File: config.mk
export PLATFORM = sky130hd
export DESIGN_NAME = uart_shadow_data_port
export DESIGN_NICKNAME = d
export VERILOG_FILES = /design/src/hw/uart_shadow_pkg.sv /design/src/hw/uart_shadow_data_port.sv /design/src/hw/byte_fifo.sv /design/src/hw/sticky_irq.sv
export SDC_FILE = /design/constraint.sdc
export NUM_CORES = 1
export LEC_CHECK = 0
export ABC_AREA = 1
export BUFFER_PORTS_ARGS = -buffer_cell sky130_fd_sc_hd__buf_2
export CAP_MARGIN = 20
export CELL_PAD_IN_SITES_DETAIL_PLACEMENT = 2
export CELL_PAD_IN_SITES_GLOBAL_PLACEMENT = 2
export CORE_MARGIN = 2
export CORE_UTILIZATION = 41
export CTS_CLUSTER_DIAMETER = 120
export CTS_CLUSTER_SIZE = 20
export DETAILED_ROUTE_END_ITERATION = 8
export HOLD_SLACK_MARGIN = 0.08
export PLACE_DENSITY = 0.9
export SETUP_SLACK_MARGIN = 0.15
export SKIP_LAST_GASP = 1
export SYNTH_ARGS = -nofsm -noshare
export SYNTH_HDL_FRONTEND = slang
export SYNTH_SLANG_ARGS = --single-unit
File: constraint.sdc
create_clock -name clk_i -period 8.05 [get_ports clk_i]
set_input_delay 0 -clock clk_i [delete_from_list [all_inputs] [get_ports clk_i]]
set_output_delay 0 -clock clk_i [all_outputs]
set_load 0.05 [all_outputs]
File: src/hw/uart_shadow_pkg.sv
package uart_shadow_pkg;

	// sixteen word aliases of the receive buffer / transmit holding pair
	localparam logic [31:0] ALIAS_BASE_ADDR = 32'h5000_1130;
	localparam logic [31:0] ALIAS_SPAN = 32'h0000_0040;
	localparam logic [31:0] SHADOW_RX_TX_DATA_3_ADDR = 32'h5000_113c;
	localparam logic [31:0] SHADOW_RX_TX_DATA_4_ADDR = 32'h5000_1140;
	localparam logic [15:0] SHADOW_RX_TX_DATA_RESET = 16'h0000;

	// control, status and interrupt words
	localparam logic [31:0] FIFO_CONTROL_REG_ADDR = 32'h5000_1100;
	localparam logic [31:0] LINE_STATUS_REG_ADDR = 32'h5000_1104;
	localparam logic [31:0] IRQ_STATUS_ADDR = 32'h5000_1108;
	localparam logic [31:0] IRQ_MASK_ADDR = 32'h5000_110c;

	localparam int FIFO_EN_BIT = 0;
	localparam int IR_MODE_BIT = 1;
	localparam logic [1:0] FIFO_CONTROL_RESET = 2'h0;

	localparam int STATUS_DATA_READY_BIT = 0;
	localparam int STATUS_OVERRUN_BIT = 1;
	localparam int STATUS_TX_EMPTY_BIT = 5;

	localparam int IRQ_W = 3;
	localparam int IRQ_RX_BIT = 0;
	localparam int IRQ_OVERRUN_BIT = 1;
	localparam int IRQ_TX_EMPTY_BIT = 2;
	localparam logic [2:0] IRQ_RESET = 3'h0;

	localparam int FIFO_DEPTH = 16;
	localparam int FIFO_PTR_W = 4;
	localparam int FIFO_CNT_W = 5;

	typedef enum logic [1:0] {
		BUS_IDLE = 2'b01,
		BUS_ANSWER = 2'b10
	} bus_state_t;

	function automatic logic in_alias(input logic [31:0] addr);
		logic [31:0] delta;
		delta = addr - ALIAS_BASE_ADDR;
		return (delta < ALIAS_SPAN) && (addr[1:0] == 2'b00);
	endfunction : in_alias

	function automatic logic word_hit(input logic [31:0] addr, input logic [31:0] base);
		return addr == base;
	endfunction : word_hit

endpackage : uart_shadow_pkg

File: src/hw/uart_shadow_data_port.sv
// The APB interface to the registers is this design's own decision.
`timescale 1ns/1ps
// Operation
// - read returns byte from serial or infrared
// - sixteen word aliases reach one data port
// - read data valid only while data ready
// - no fifo: new byte overwrites, flags overrun
// - fifo mode: read returns oldest entry
// - full fifo keeps contents, drops byte, overrun
// - written byte goes to serial or infrared
// - no fifo: one write clears holding empty
// - no fifo: further writes replace waiting byte
// - fifo mode accepts sixteen bytes before full
// - write to full transmit fifo is dropped
module uart_shadow_data_port import uart_shadow_pkg::*; (
	input wire logic clk_i,
	input wire logic rst_i,
	input wire logic psel_i,
	input wire logic penable_i,
	input wire logic pwrite_i,
	input wire logic [31:0] paddr_i,
	input wire logic [31:0] pwdata_i,
	input wire logic [3:0] pstrb_i,
	output logic [31:0] prdata_o,
	output logic pready_o,
	output logic pslverr_o,
	input wire logic [7:0] rx_ser_byte_i,
	input wire logic rx_ser_valid_i,
	input wire logic [7:0] rx_ir_byte_i,
	input wire logic rx_ir_valid_i,
	input wire logic tx_ready_i,
	output logic [7:0] tx_ser_byte_o,
	output logic tx_ser_valid_o,
	output logic [7:0] tx_ir_byte_o,
	output logic tx_ir_valid_o,
	output logic data_ready_flag_o,
	output logic tx_holding_empty_flag_o,
	output logic fifo_en_o,
	output logic ir_mode_o,
	output logic overrun_o,
	output logic irq_o
);
	bus_state_t state_r;
	logic pready_r;
	logic pslverr_r;
	logic [31:0] prdata_r;
	logic [1:0] fifo_control_reg_r;
	logic [7:0] rx_hold_r;
	logic rx_full_r;
	logic [7:0] tx_hold_r;
	logic tx_full_r;
	logic overrun_r;
	logic [7:0] tx_ser_byte_r;
	logic tx_ser_valid_r;
	logic [7:0] tx_ir_byte_r;
	logic tx_ir_valid_r;
	logic data_ready_r;
	logic tx_empty_r;
	logic [7:0] rx_ff_head;
	logic [FIFO_CNT_W-1:0] rx_ff_count;
	logic rx_ff_full;
	logic rx_ff_empty;
	logic [7:0] tx_ff_head;
	logic [FIFO_CNT_W-1:0] tx_ff_count;
	logic tx_ff_full;
	logic tx_ff_empty;
	logic [IRQ_W-1:0] irq_status;
	logic [IRQ_W-1:0] irq_mask;
	logic irq_line;

	// bus phases and address decode
	wire setup = psel_i & ~penable_i;
	wire done = psel_i & penable_i & (state_r == BUS_ANSWER);
	wire hit_alias = in_alias(paddr_i);
	wire hit_fctl = word_hit(paddr_i, FIFO_CONTROL_REG_ADDR);
	wire hit_lstat = word_hit(paddr_i, LINE_STATUS_REG_ADDR);
	wire hit_ist = word_hit(paddr_i, IRQ_STATUS_ADDR);
	wire hit_imk = word_hit(paddr_i, IRQ_MASK_ADDR);
	wire hit_any = hit_alias | hit_fctl | hit_lstat | hit_ist | hit_imk;
	wire lane0 = pstrb_i[0];
	// only the low byte lane reaches the data port
	wire wr_data = done & pwrite_i & hit_alias & lane0;
	wire rd_data = done & ~pwrite_i & hit_alias;
	wire wr_fctl = done & pwrite_i & hit_fctl & lane0;
	wire rd_lstat = done & ~pwrite_i & hit_lstat;
	wire wr_ist = done & pwrite_i & hit_ist & lane0;
	wire wr_imk = done & pwrite_i & hit_imk & lane0;

	wire fifo_en = fifo_control_reg_r[FIFO_EN_BIT];
	wire ir_mode = fifo_control_reg_r[IR_MODE_BIT];
	// switching fifo mode drops whatever was pending, as on a classic uart
	wire flush = wr_fctl & (pwdata_i[FIFO_EN_BIT] != fifo_en);

	// receive source follows the infrared mode bit
	wire rx_in_valid = ir_mode ? rx_ir_valid_i : rx_ser_valid_i;
	wire [7:0] rx_in_byte = ir_mode ? rx_ir_byte_i : rx_ser_byte_i;

	// full fifo refuses the byte inside byte_fifo
	wire rx_push = fifo_en & rx_in_valid & ~flush;
	wire rx_pop = fifo_en & rd_data;
	// data ready qualifies the read data
	wire data_ready = fifo_en ? ~rx_ff_empty : rx_full_r;
	// head of fifo or the single holding byte
	wire [7:0] rx_head = fifo_en ? rx_ff_head : rx_hold_r;
	// overrun when storage is still occupied
	wire ovr_evt = rx_in_valid & ~flush &
		(fifo_en ? rx_ff_full : (rx_full_r & ~rd_data));
	wire rx_arrive = rx_in_valid & ~flush & (fifo_en ? ~rx_ff_full : 1'b1);

	wire tx_avail = fifo_en ? ~tx_ff_empty : tx_full_r;
	wire [7:0] tx_head = fifo_en ? tx_ff_head : tx_hold_r;
	// at most one byte every other ready cycle; valid stays low a cycle between bytes
	wire tx_launch = tx_ready_i & tx_avail & ~tx_ser_valid_r & ~tx_ir_valid_r & ~flush;
	// full transmit fifo drops the push inside byte_fifo
	wire tx_push = fifo_en & wr_data & ~flush;
	wire tx_pop = fifo_en & tx_launch;
	wire tx_empty = ~tx_avail;
	wire [IRQ_W-1:0] irq_events = {tx_empty & ~tx_empty_r, ovr_evt, rx_arrive};

	wire [31:0] line_status_word = {26'h0, tx_empty, 3'h0, overrun_r, data_ready};
	wire [31:0] rd_mux =
		hit_alias ? {24'h0, rx_head} :
		hit_fctl ? {30'h0, fifo_control_reg_r} :
		hit_lstat ? line_status_word :
		hit_ist ? {29'h0, irq_status} :
		hit_imk ? {29'h0, irq_mask} : 32'h0;

	byte_fifo rx_fifo (
		.clk_i(clk_i),
		.rst_i(rst_i),
		.flush_i(flush),
		.push_i(rx_push),
		.data_i(rx_in_byte),
		.pop_i(rx_pop),
		.head_o(rx_ff_head),
		.count_o(rx_ff_count),
		.full_o(rx_ff_full),
		.empty_o(rx_ff_empty)
	);

	byte_fifo tx_fifo (
		.clk_i(clk_i),
		.rst_i(rst_i),
		.flush_i(flush),
		.push_i(tx_push),
		.data_i(pwdata_i[7:0]),
		.pop_i(tx_pop),
		.head_o(tx_ff_head),
		.count_o(tx_ff_count),
		.full_o(tx_ff_full),
		.empty_o(tx_ff_empty)
	);

	sticky_irq irq_ctrl (
		.clk_i(clk_i),
		.rst_i(rst_i),
		.event_i(irq_events),
		.clear_wr_i(wr_ist),
		.mask_wr_i(wr_imk),
		.wdata_i(pwdata_i[IRQ_W-1:0]),
		.status_o(irq_status),
		.mask_o(irq_mask),
		.irq_o(irq_line)
	);

	// read data is sampled at setup, one access cycle, no wait states
	always_ff @(posedge clk_i) begin
		if (rst_i) begin
			state_r <= BUS_IDLE;
			pready_r <= 1'b0;
			pslverr_r <= 1'b0;
			prdata_r <= 32'h0;
		end else begin
			case (state_r)
				BUS_IDLE: begin
					if (setup) begin
						state_r <= BUS_ANSWER;
						pready_r <= 1'b1;
						pslverr_r <= ~hit_any;
						prdata_r <= pwrite_i ? 32'h0 : rd_mux;
					end
				end
				BUS_ANSWER: begin
					if (psel_i && penable_i) begin
						state_r <= BUS_IDLE;
						pready_r <= 1'b0;
						pslverr_r <= 1'b0;
					end
				end
				default: begin
					state_r <= BUS_IDLE;
					pready_r <= 1'b0;
				end
			endcase
		end
	end

	always_ff @(posedge clk_i) begin
		if (rst_i) begin
			fifo_control_reg_r <= FIFO_CONTROL_RESET;
		end else if (wr_fctl) begin
			fifo_control_reg_r <= pwdata_i[1:0];
		end
	end

	always_ff @(posedge clk_i) begin
		if (rst_i || flush) begin
			rx_hold_r <= SHADOW_RX_TX_DATA_RESET[7:0];
			rx_full_r <= 1'b0;
		end else if (!fifo_en && rx_in_valid) begin
			rx_hold_r <= rx_in_byte;
			rx_full_r <= 1'b1;
		end else if (!fifo_en && rd_data) begin
			rx_full_r <= 1'b0;
		end
	end

	// overrun sticks until line status is read; a new overrun wins
	always_ff @(posedge clk_i) begin
		if (rst_i) begin
			overrun_r <= 1'b0;
		end else begin
			overrun_r <= ovr_evt | (overrun_r & ~rd_lstat);
		end
	end

	// a write fills the holding byte and clears empty
	// later writes replace the waiting byte
	always_ff @(posedge clk_i) begin
		if (rst_i || flush) begin
			tx_hold_r <= SHADOW_RX_TX_DATA_RESET[7:0];
			tx_full_r <= 1'b0;
		end else if (!fifo_en && wr_data) begin
			tx_hold_r <= pwdata_i[7:0];
			tx_full_r <= 1'b1;
		end else if (!fifo_en && tx_launch) begin
			tx_full_r <= 1'b0;
		end
	end

	// byte leaves on the serial or infrared path
	always_ff @(posedge clk_i) begin
		if (rst_i) begin
			tx_ser_byte_r <= 8'h00;
			tx_ser_valid_r <= 1'b0;
			tx_ir_byte_r <= 8'h00;
			tx_ir_valid_r <= 1'b0;
		end else begin
			tx_ser_valid_r <= tx_launch & ~ir_mode;
			tx_ir_valid_r <= tx_launch & ir_mode;
			if (tx_launch) begin
				tx_ser_byte_r <= tx_head;
				tx_ir_byte_r <= tx_head;
			end
		end
	end

	always_ff @(posedge clk_i) begin
		if (rst_i) begin
			data_ready_r <= 1'b0;
			tx_empty_r <= 1'b1;
		end else begin
			data_ready_r <= data_ready;
			tx_empty_r <= tx_empty;
		end
	end

	assign prdata_o = prdata_r;
	assign pready_o = pready_r;
	assign pslverr_o = pslverr_r;
	assign tx_ser_byte_o = tx_ser_byte_r;
	assign tx_ser_valid_o = tx_ser_valid_r;
	assign tx_ir_byte_o = tx_ir_byte_r;
	assign tx_ir_valid_o = tx_ir_valid_r;
	assign data_ready_flag_o = data_ready_r;
	assign tx_holding_empty_flag_o = tx_empty_r;
	assign fifo_en_o = fifo_control_reg_r[FIFO_EN_BIT];
	assign ir_mode_o = fifo_control_reg_r[IR_MODE_BIT];
	assign overrun_o = overrun_r;
	assign irq_o = irq_line;
endmodule : uart_shadow_data_port

File: src/hw/byte_fifo.sv
`timescale 1ns/1ps
module byte_fifo import uart_shadow_pkg::*; (
	input wire logic clk_i,
	input wire logic rst_i,
	input wire logic flush_i,
	input wire logic push_i,
	input wire logic [7:0] data_i,
	input wire logic pop_i,
	output logic [7:0] head_o,
	output logic [FIFO_CNT_W-1:0] count_o,
	output logic full_o,
	output logic empty_o
);
	logic [7:0] mem_r [FIFO_DEPTH];
	logic [FIFO_PTR_W-1:0] wr_ptr_r;
	logic [FIFO_PTR_W-1:0] rd_ptr_r;
	logic [FIFO_CNT_W-1:0] count_r;
	wire do_push = push_i & ~full_o;
	wire do_pop = pop_i & ~empty_o;
	wire [FIFO_CNT_W-1:0] count_nxt = count_r + {4'h0, do_push} - {4'h0, do_pop};

	assign full_o = count_r == FIFO_CNT_W'(FIFO_DEPTH);
	assign empty_o = count_r == '0;
	assign head_o = mem_r[rd_ptr_r];
	assign count_o = count_r;

	// a push into a full fifo is dropped, stored entries stay put
	always_ff @(posedge clk_i) begin
		if (do_push) begin
			mem_r[wr_ptr_r] <= data_i;
		end
	end

	always_ff @(posedge clk_i) begin
		if (rst_i || flush_i) begin
			wr_ptr_r <= '0;
			rd_ptr_r <= '0;
			count_r <= '0;
		end else begin
			wr_ptr_r <= do_push ? wr_ptr_r + 4'h1 : wr_ptr_r;
			rd_ptr_r <= do_pop ? rd_ptr_r + 4'h1 : rd_ptr_r;
			count_r <= count_nxt;
		end
	end
endmodule : byte_fifo

File: src/hw/sticky_irq.sv
`timescale 1ns/1ps
module sticky_irq import uart_shadow_pkg::*; (
	input wire logic clk_i,
	input wire logic rst_i,
	input wire logic [IRQ_W-1:0] event_i,
	input wire logic clear_wr_i,
	input wire logic mask_wr_i,
	input wire logic [IRQ_W-1:0] wdata_i,
	output logic [IRQ_W-1:0] status_o,
	output logic [IRQ_W-1:0] mask_o,
	output logic irq_o
);
	logic [IRQ_W-1:0] status_r;
	logic [IRQ_W-1:0] mask_r;
	logic irq_r;
	// a new event beats a write-one-to-clear in the same cycle
	wire [IRQ_W-1:0] clear_bits = clear_wr_i ? wdata_i : IRQ_RESET;
	wire [IRQ_W-1:0] status_nxt = event_i | (status_r & ~clear_bits);
	wire [IRQ_W-1:0] mask_nxt = mask_wr_i ? wdata_i : mask_r;

	assign status_o = status_r;
	assign mask_o = mask_r;
	assign irq_o = irq_r;

	always_ff @(posedge clk_i) begin
		if (rst_i) begin
			status_r <= IRQ_RESET;
			mask_r <= IRQ_RESET;
			irq_r <= 1'b0;
		end else begin
			status_r <= status_nxt;
			mask_r <= mask_nxt;
			irq_r <= |(status_nxt & mask_nxt);
		end
	end
endmodule : sticky_irq

==> flow_metrics.env <==
export IMPL_io_pins=150
export IMPL_required_ps=8480
export IMPL_hold_violations=0
export IMPL_mappedNetlistArea_um2=15700
export IMPL_cap_violations=0
export IMPL_slew_headroom=0.271
export IMPL_postLayoutCellArea_um2=17400
export IMPL_drt_iter0_drc=793
export IMPL_setup_total_negative_slack_ps=0
export IMPL_syn_inst=1577
export IMPL_worstRegToRegCells=15
export IMPL_ys_warn_count=0
export IMPL_htree_num_levels=1
export IMPL_synthAdderAreaFrac=0.0201
export IMPL_clock_path_buffers=3
export IMPL_cp_start_kind="flip-flop"
export IMPL_die_area_um2=39800
export IMPL_cts_clk_slew_worst_paths_ps=90
export IMPL_max_freq_ghz=0.239
export IMPL_synthArstFlopShare=0
export IMPL_synth_seq_cells=341
export IMPL_grt_pass1_wl_um=82200
export IMPL_status="finished clean"
export IMPL_leakage_nw=6.52
export IMPL_placed_area_um2=16500
export IMPL_ant_nets=0
export IMPL_rsz0062_at_grt="false"
export IMPL_syn_area_per_cell_um2=9.95
export IMPL_initial_core_util=0.416
export IMPL_root_buffer="clkbuf_16"
export IMPL_finalCritPeriodShare=0.520
export IMPL_synth_simple_area_share=0.170
export IMPL_min_path_type="in -> reg"
export IMPL_postCtsSetupBuffers=0
export IMPL_fin_crit_ps=4190
export IMPL_p_per_area_nw_per_um2=183
export IMPL_muxShareOfSynthArea=0.0204
export IMPL_core_area_um2=37700
export IMPL_clkSinkCount=341
export IMPL_first_pass_iters=5
export IMPL_vdd_drop_max_uv=132
export IMPL_die_width_um=200
export IMPL_synth_xor_xnor_area_share=0.00223
export IMPL_crit_arrival_ps=4620
export IMPL_grt_max_degree=97
export IMPL_worstSetupPathType="reg -> reg"
export IMPL_drc=0
export IMPL_port_buffers=98
export IMPL_dr_total_vias=12300
export IMPL_hold_depth=5
export IMPL_gp_congestion=0.840
export IMPL_finalSetupViolCount=0
export IMPL_layout_drive_gt1_share=0.114
export IMPL_numCtsBuffers=21
export IMPL_cts_tree="yes"
export IMPL_cp_end_kind="flip-flop"
export IMPL_fp_dieH_um=200
export IMPL_viasPerCell=5.61
export IMPL_seq_area_frac_synth=0.599
export IMPL_clock_latency_ps=550
export IMPL_r2r_slack_ps=3860
export IMPL_finalNetCount=1774
export IMPL_worst_path_max_fanout=65
export IMPL_wl_um=54600
export IMPL_gr_total_overflow=0
export IMPL_grt_antenna_before_repair=0
export IMPL_synthDistinctLibCells=54
export IMPL_worstMarginPinSlew_ps=1090
export IMPL_fillers=3982
export IMPL_synthFlopType="edfxtp_1"
export IMPL_track_usage=0.276
export IMPL_finClkSkew_ps=40.0
export IMPL_synth_top_family_by_area="simple AND/OR/NAND/NOR gates"
export IMPL_grt_pass1_vias=13600
export IMPL_slew_violations=0
export IMPL_dp_final_hpwl_um=37900
export IMPL_num_rows=71
export IMPL_wl_per_cell_um=25.0
export IMPL_synth_edf_count=256
export IMPL_syn_to_final_growth_pct=10.6
export IMPL_diodes=0
export IMPL_synth_compound_area_frac=0.120
==> worst max-delay path, stage by stage, from the launching register on <==
cell and delay (ps):
dfxtp_2 330, buf_4 590, inv_2 490, buf_16 310, nand2_1 70, nand3_1 70, nand3_1 130, nand3_1 170
nand2_1 190, nand2_1 60, o21ai_0 170, o22ai_1 150, nand2_1 70, dlygate4sd3_1 540, a21oi_1 70, dlygate4sd3_1 610
==> cells in the mapped netlist, drive strengths merged (32+ instances only) <==
cell / instances / area (µm²)
nand2: 313 / 1230
edfxtp: 256 / 7690
nor2: 161 / 692
inv: 156 / 586
a21oi: 138 / 706
o21ai: 96 / 484
dfxtp: 85 / 1700
nand3: 80 / 425
clkbuf: 49 / 184
buf: 43 / 299
o211ai: 38 / 285
mux2i: 32 / 320
==> registers in the layout, summed over array words and instances (netlist names), 4 cells and up, named ones only <==
name              count
rx_fifo.rd_ptr_r      4
tx_fifo.rd_ptr_r      4
tx_hold_r             8
rx_fifo.wr_ptr_r      4
tx_fifo.count_o       5
tx_fifo.wr_ptr_r      4
rx_hold_r             8
rx_fifo.mem_r       128
rx_fifo.count_o       5
tx_ir_byte_o          8
tx_fifo.mem_r       128
prdata_o              8
==> layout by cell type, fill, tap and decap left out, types with 2 or more instances in the layout <==
cell and count:
a211oi_1 12, a21oi_1 136, a22oi_1 14, a32o_1 10, buf_16 3, buf_2 98
buf_4 9, clkbuf_1 14, clkbuf_16 21, clkinv_1 4, conb_1 24, dfxtp_1 83
dlygate4sd3_1 17, edfxtp_1 256, fa_1 2, ha_1 22, inv_1 148, inv_2 8
mux2i_1 32, nand2_1 298, nand2_2 12, nand2_4 3, nand3_1 75, nand3_2 5
nand3b_1 3, nand4_1 18, nor2_1 144, nor2_2 8, nor2_4 9, nor3_1 15
o2111ai_1 2, o211ai_1 38, o21ai_0 91, o21ai_1 4, o22ai_1 2, o311ai_0 3
or2_2 4, xor2_1 4
==> layer usage <==
metal | wire, µm | up-vias | GRT usage
met5 | 0 | - | 0
met4 | 1940 | 0 | 0.103
met3 | 2310 | 106 | 0.0359
met2 | 28300 | 324 | 0.501
met1 | 22100 | 6285 | 0.332
li1 | - | 5541 | -
==> power breakdown <==
part	total (mW)	switching [mW]	leakage [nW]	internal, mW
Clock	1.12	0.615	0.291	0.502
Sequential	1.89	0.00324	2.99	1.89
Combinational	0.160	0.124	3.24	0.0360
Total	3.17	0.743	6.52	2.43
==> through the flow <==
step	power [mW]	setup WS [ps]	hold WS, ps	instances	utilization
floorplan	2.03	4990	89.9	1600	-
global placement	2.07	4590	348	2126	0.438
detailed placement	2.08	4270	360	2126	0.438
CTS	3.18	3910	86.0	2181	0.459
global route	3.25	3610	101	2184	0.461
finish	3.17	3860	97.2	2184	0.461
==> what timing repair did <==
item / 4_1_cts / 5_1_grt
endpoints found under the hold margin: 158 / 0
hold buffers: 17 / 0
gates resized for setup: 0 / 0
==> cells by family (layout without fill, tap and decap cells) <==
logic type,Yosys count,count (layout)
other,1,24
XOR/XNOR,4,4
AO/OA/AOI/OAI,321,321
flip-flops,341,341
multiplexers,32,32
AND/OR/NAND/NOR,602,602
adder cells (fa/ha/maj),24,24
buffers and inverters,252,325
==> final cells by class <==
| type | instances | area (µm²) | area share |
|---|---|---|---|
| clock inverter | 3 | 30.0 | 0.00173 |
| multi-input combinational | 1007 | 5300 | 0.305 |
| clock buffer | 35 | 578 | 0.0333 |
| sequential | 341 | 9390 | 0.541 |
| inverter | 160 | 601 | 0.0346 |
| timing repair buffer | 127 | 811 | 0.0467 |
| tap | 511 | 639 | 0.0368 |
==> path summary, 6_finish.rpt <==
check         startpoint                    end
max reg2reg    flip-flop            prdata_o[5]
max            flip-flop            prdata_o[5]
min reg2reg  prdata_o[2]            prdata_o[2]
min           pstrb_i[0]  fifo_control_reg_r[1]
No activity file was read; power rests on OpenSTA's default activity.
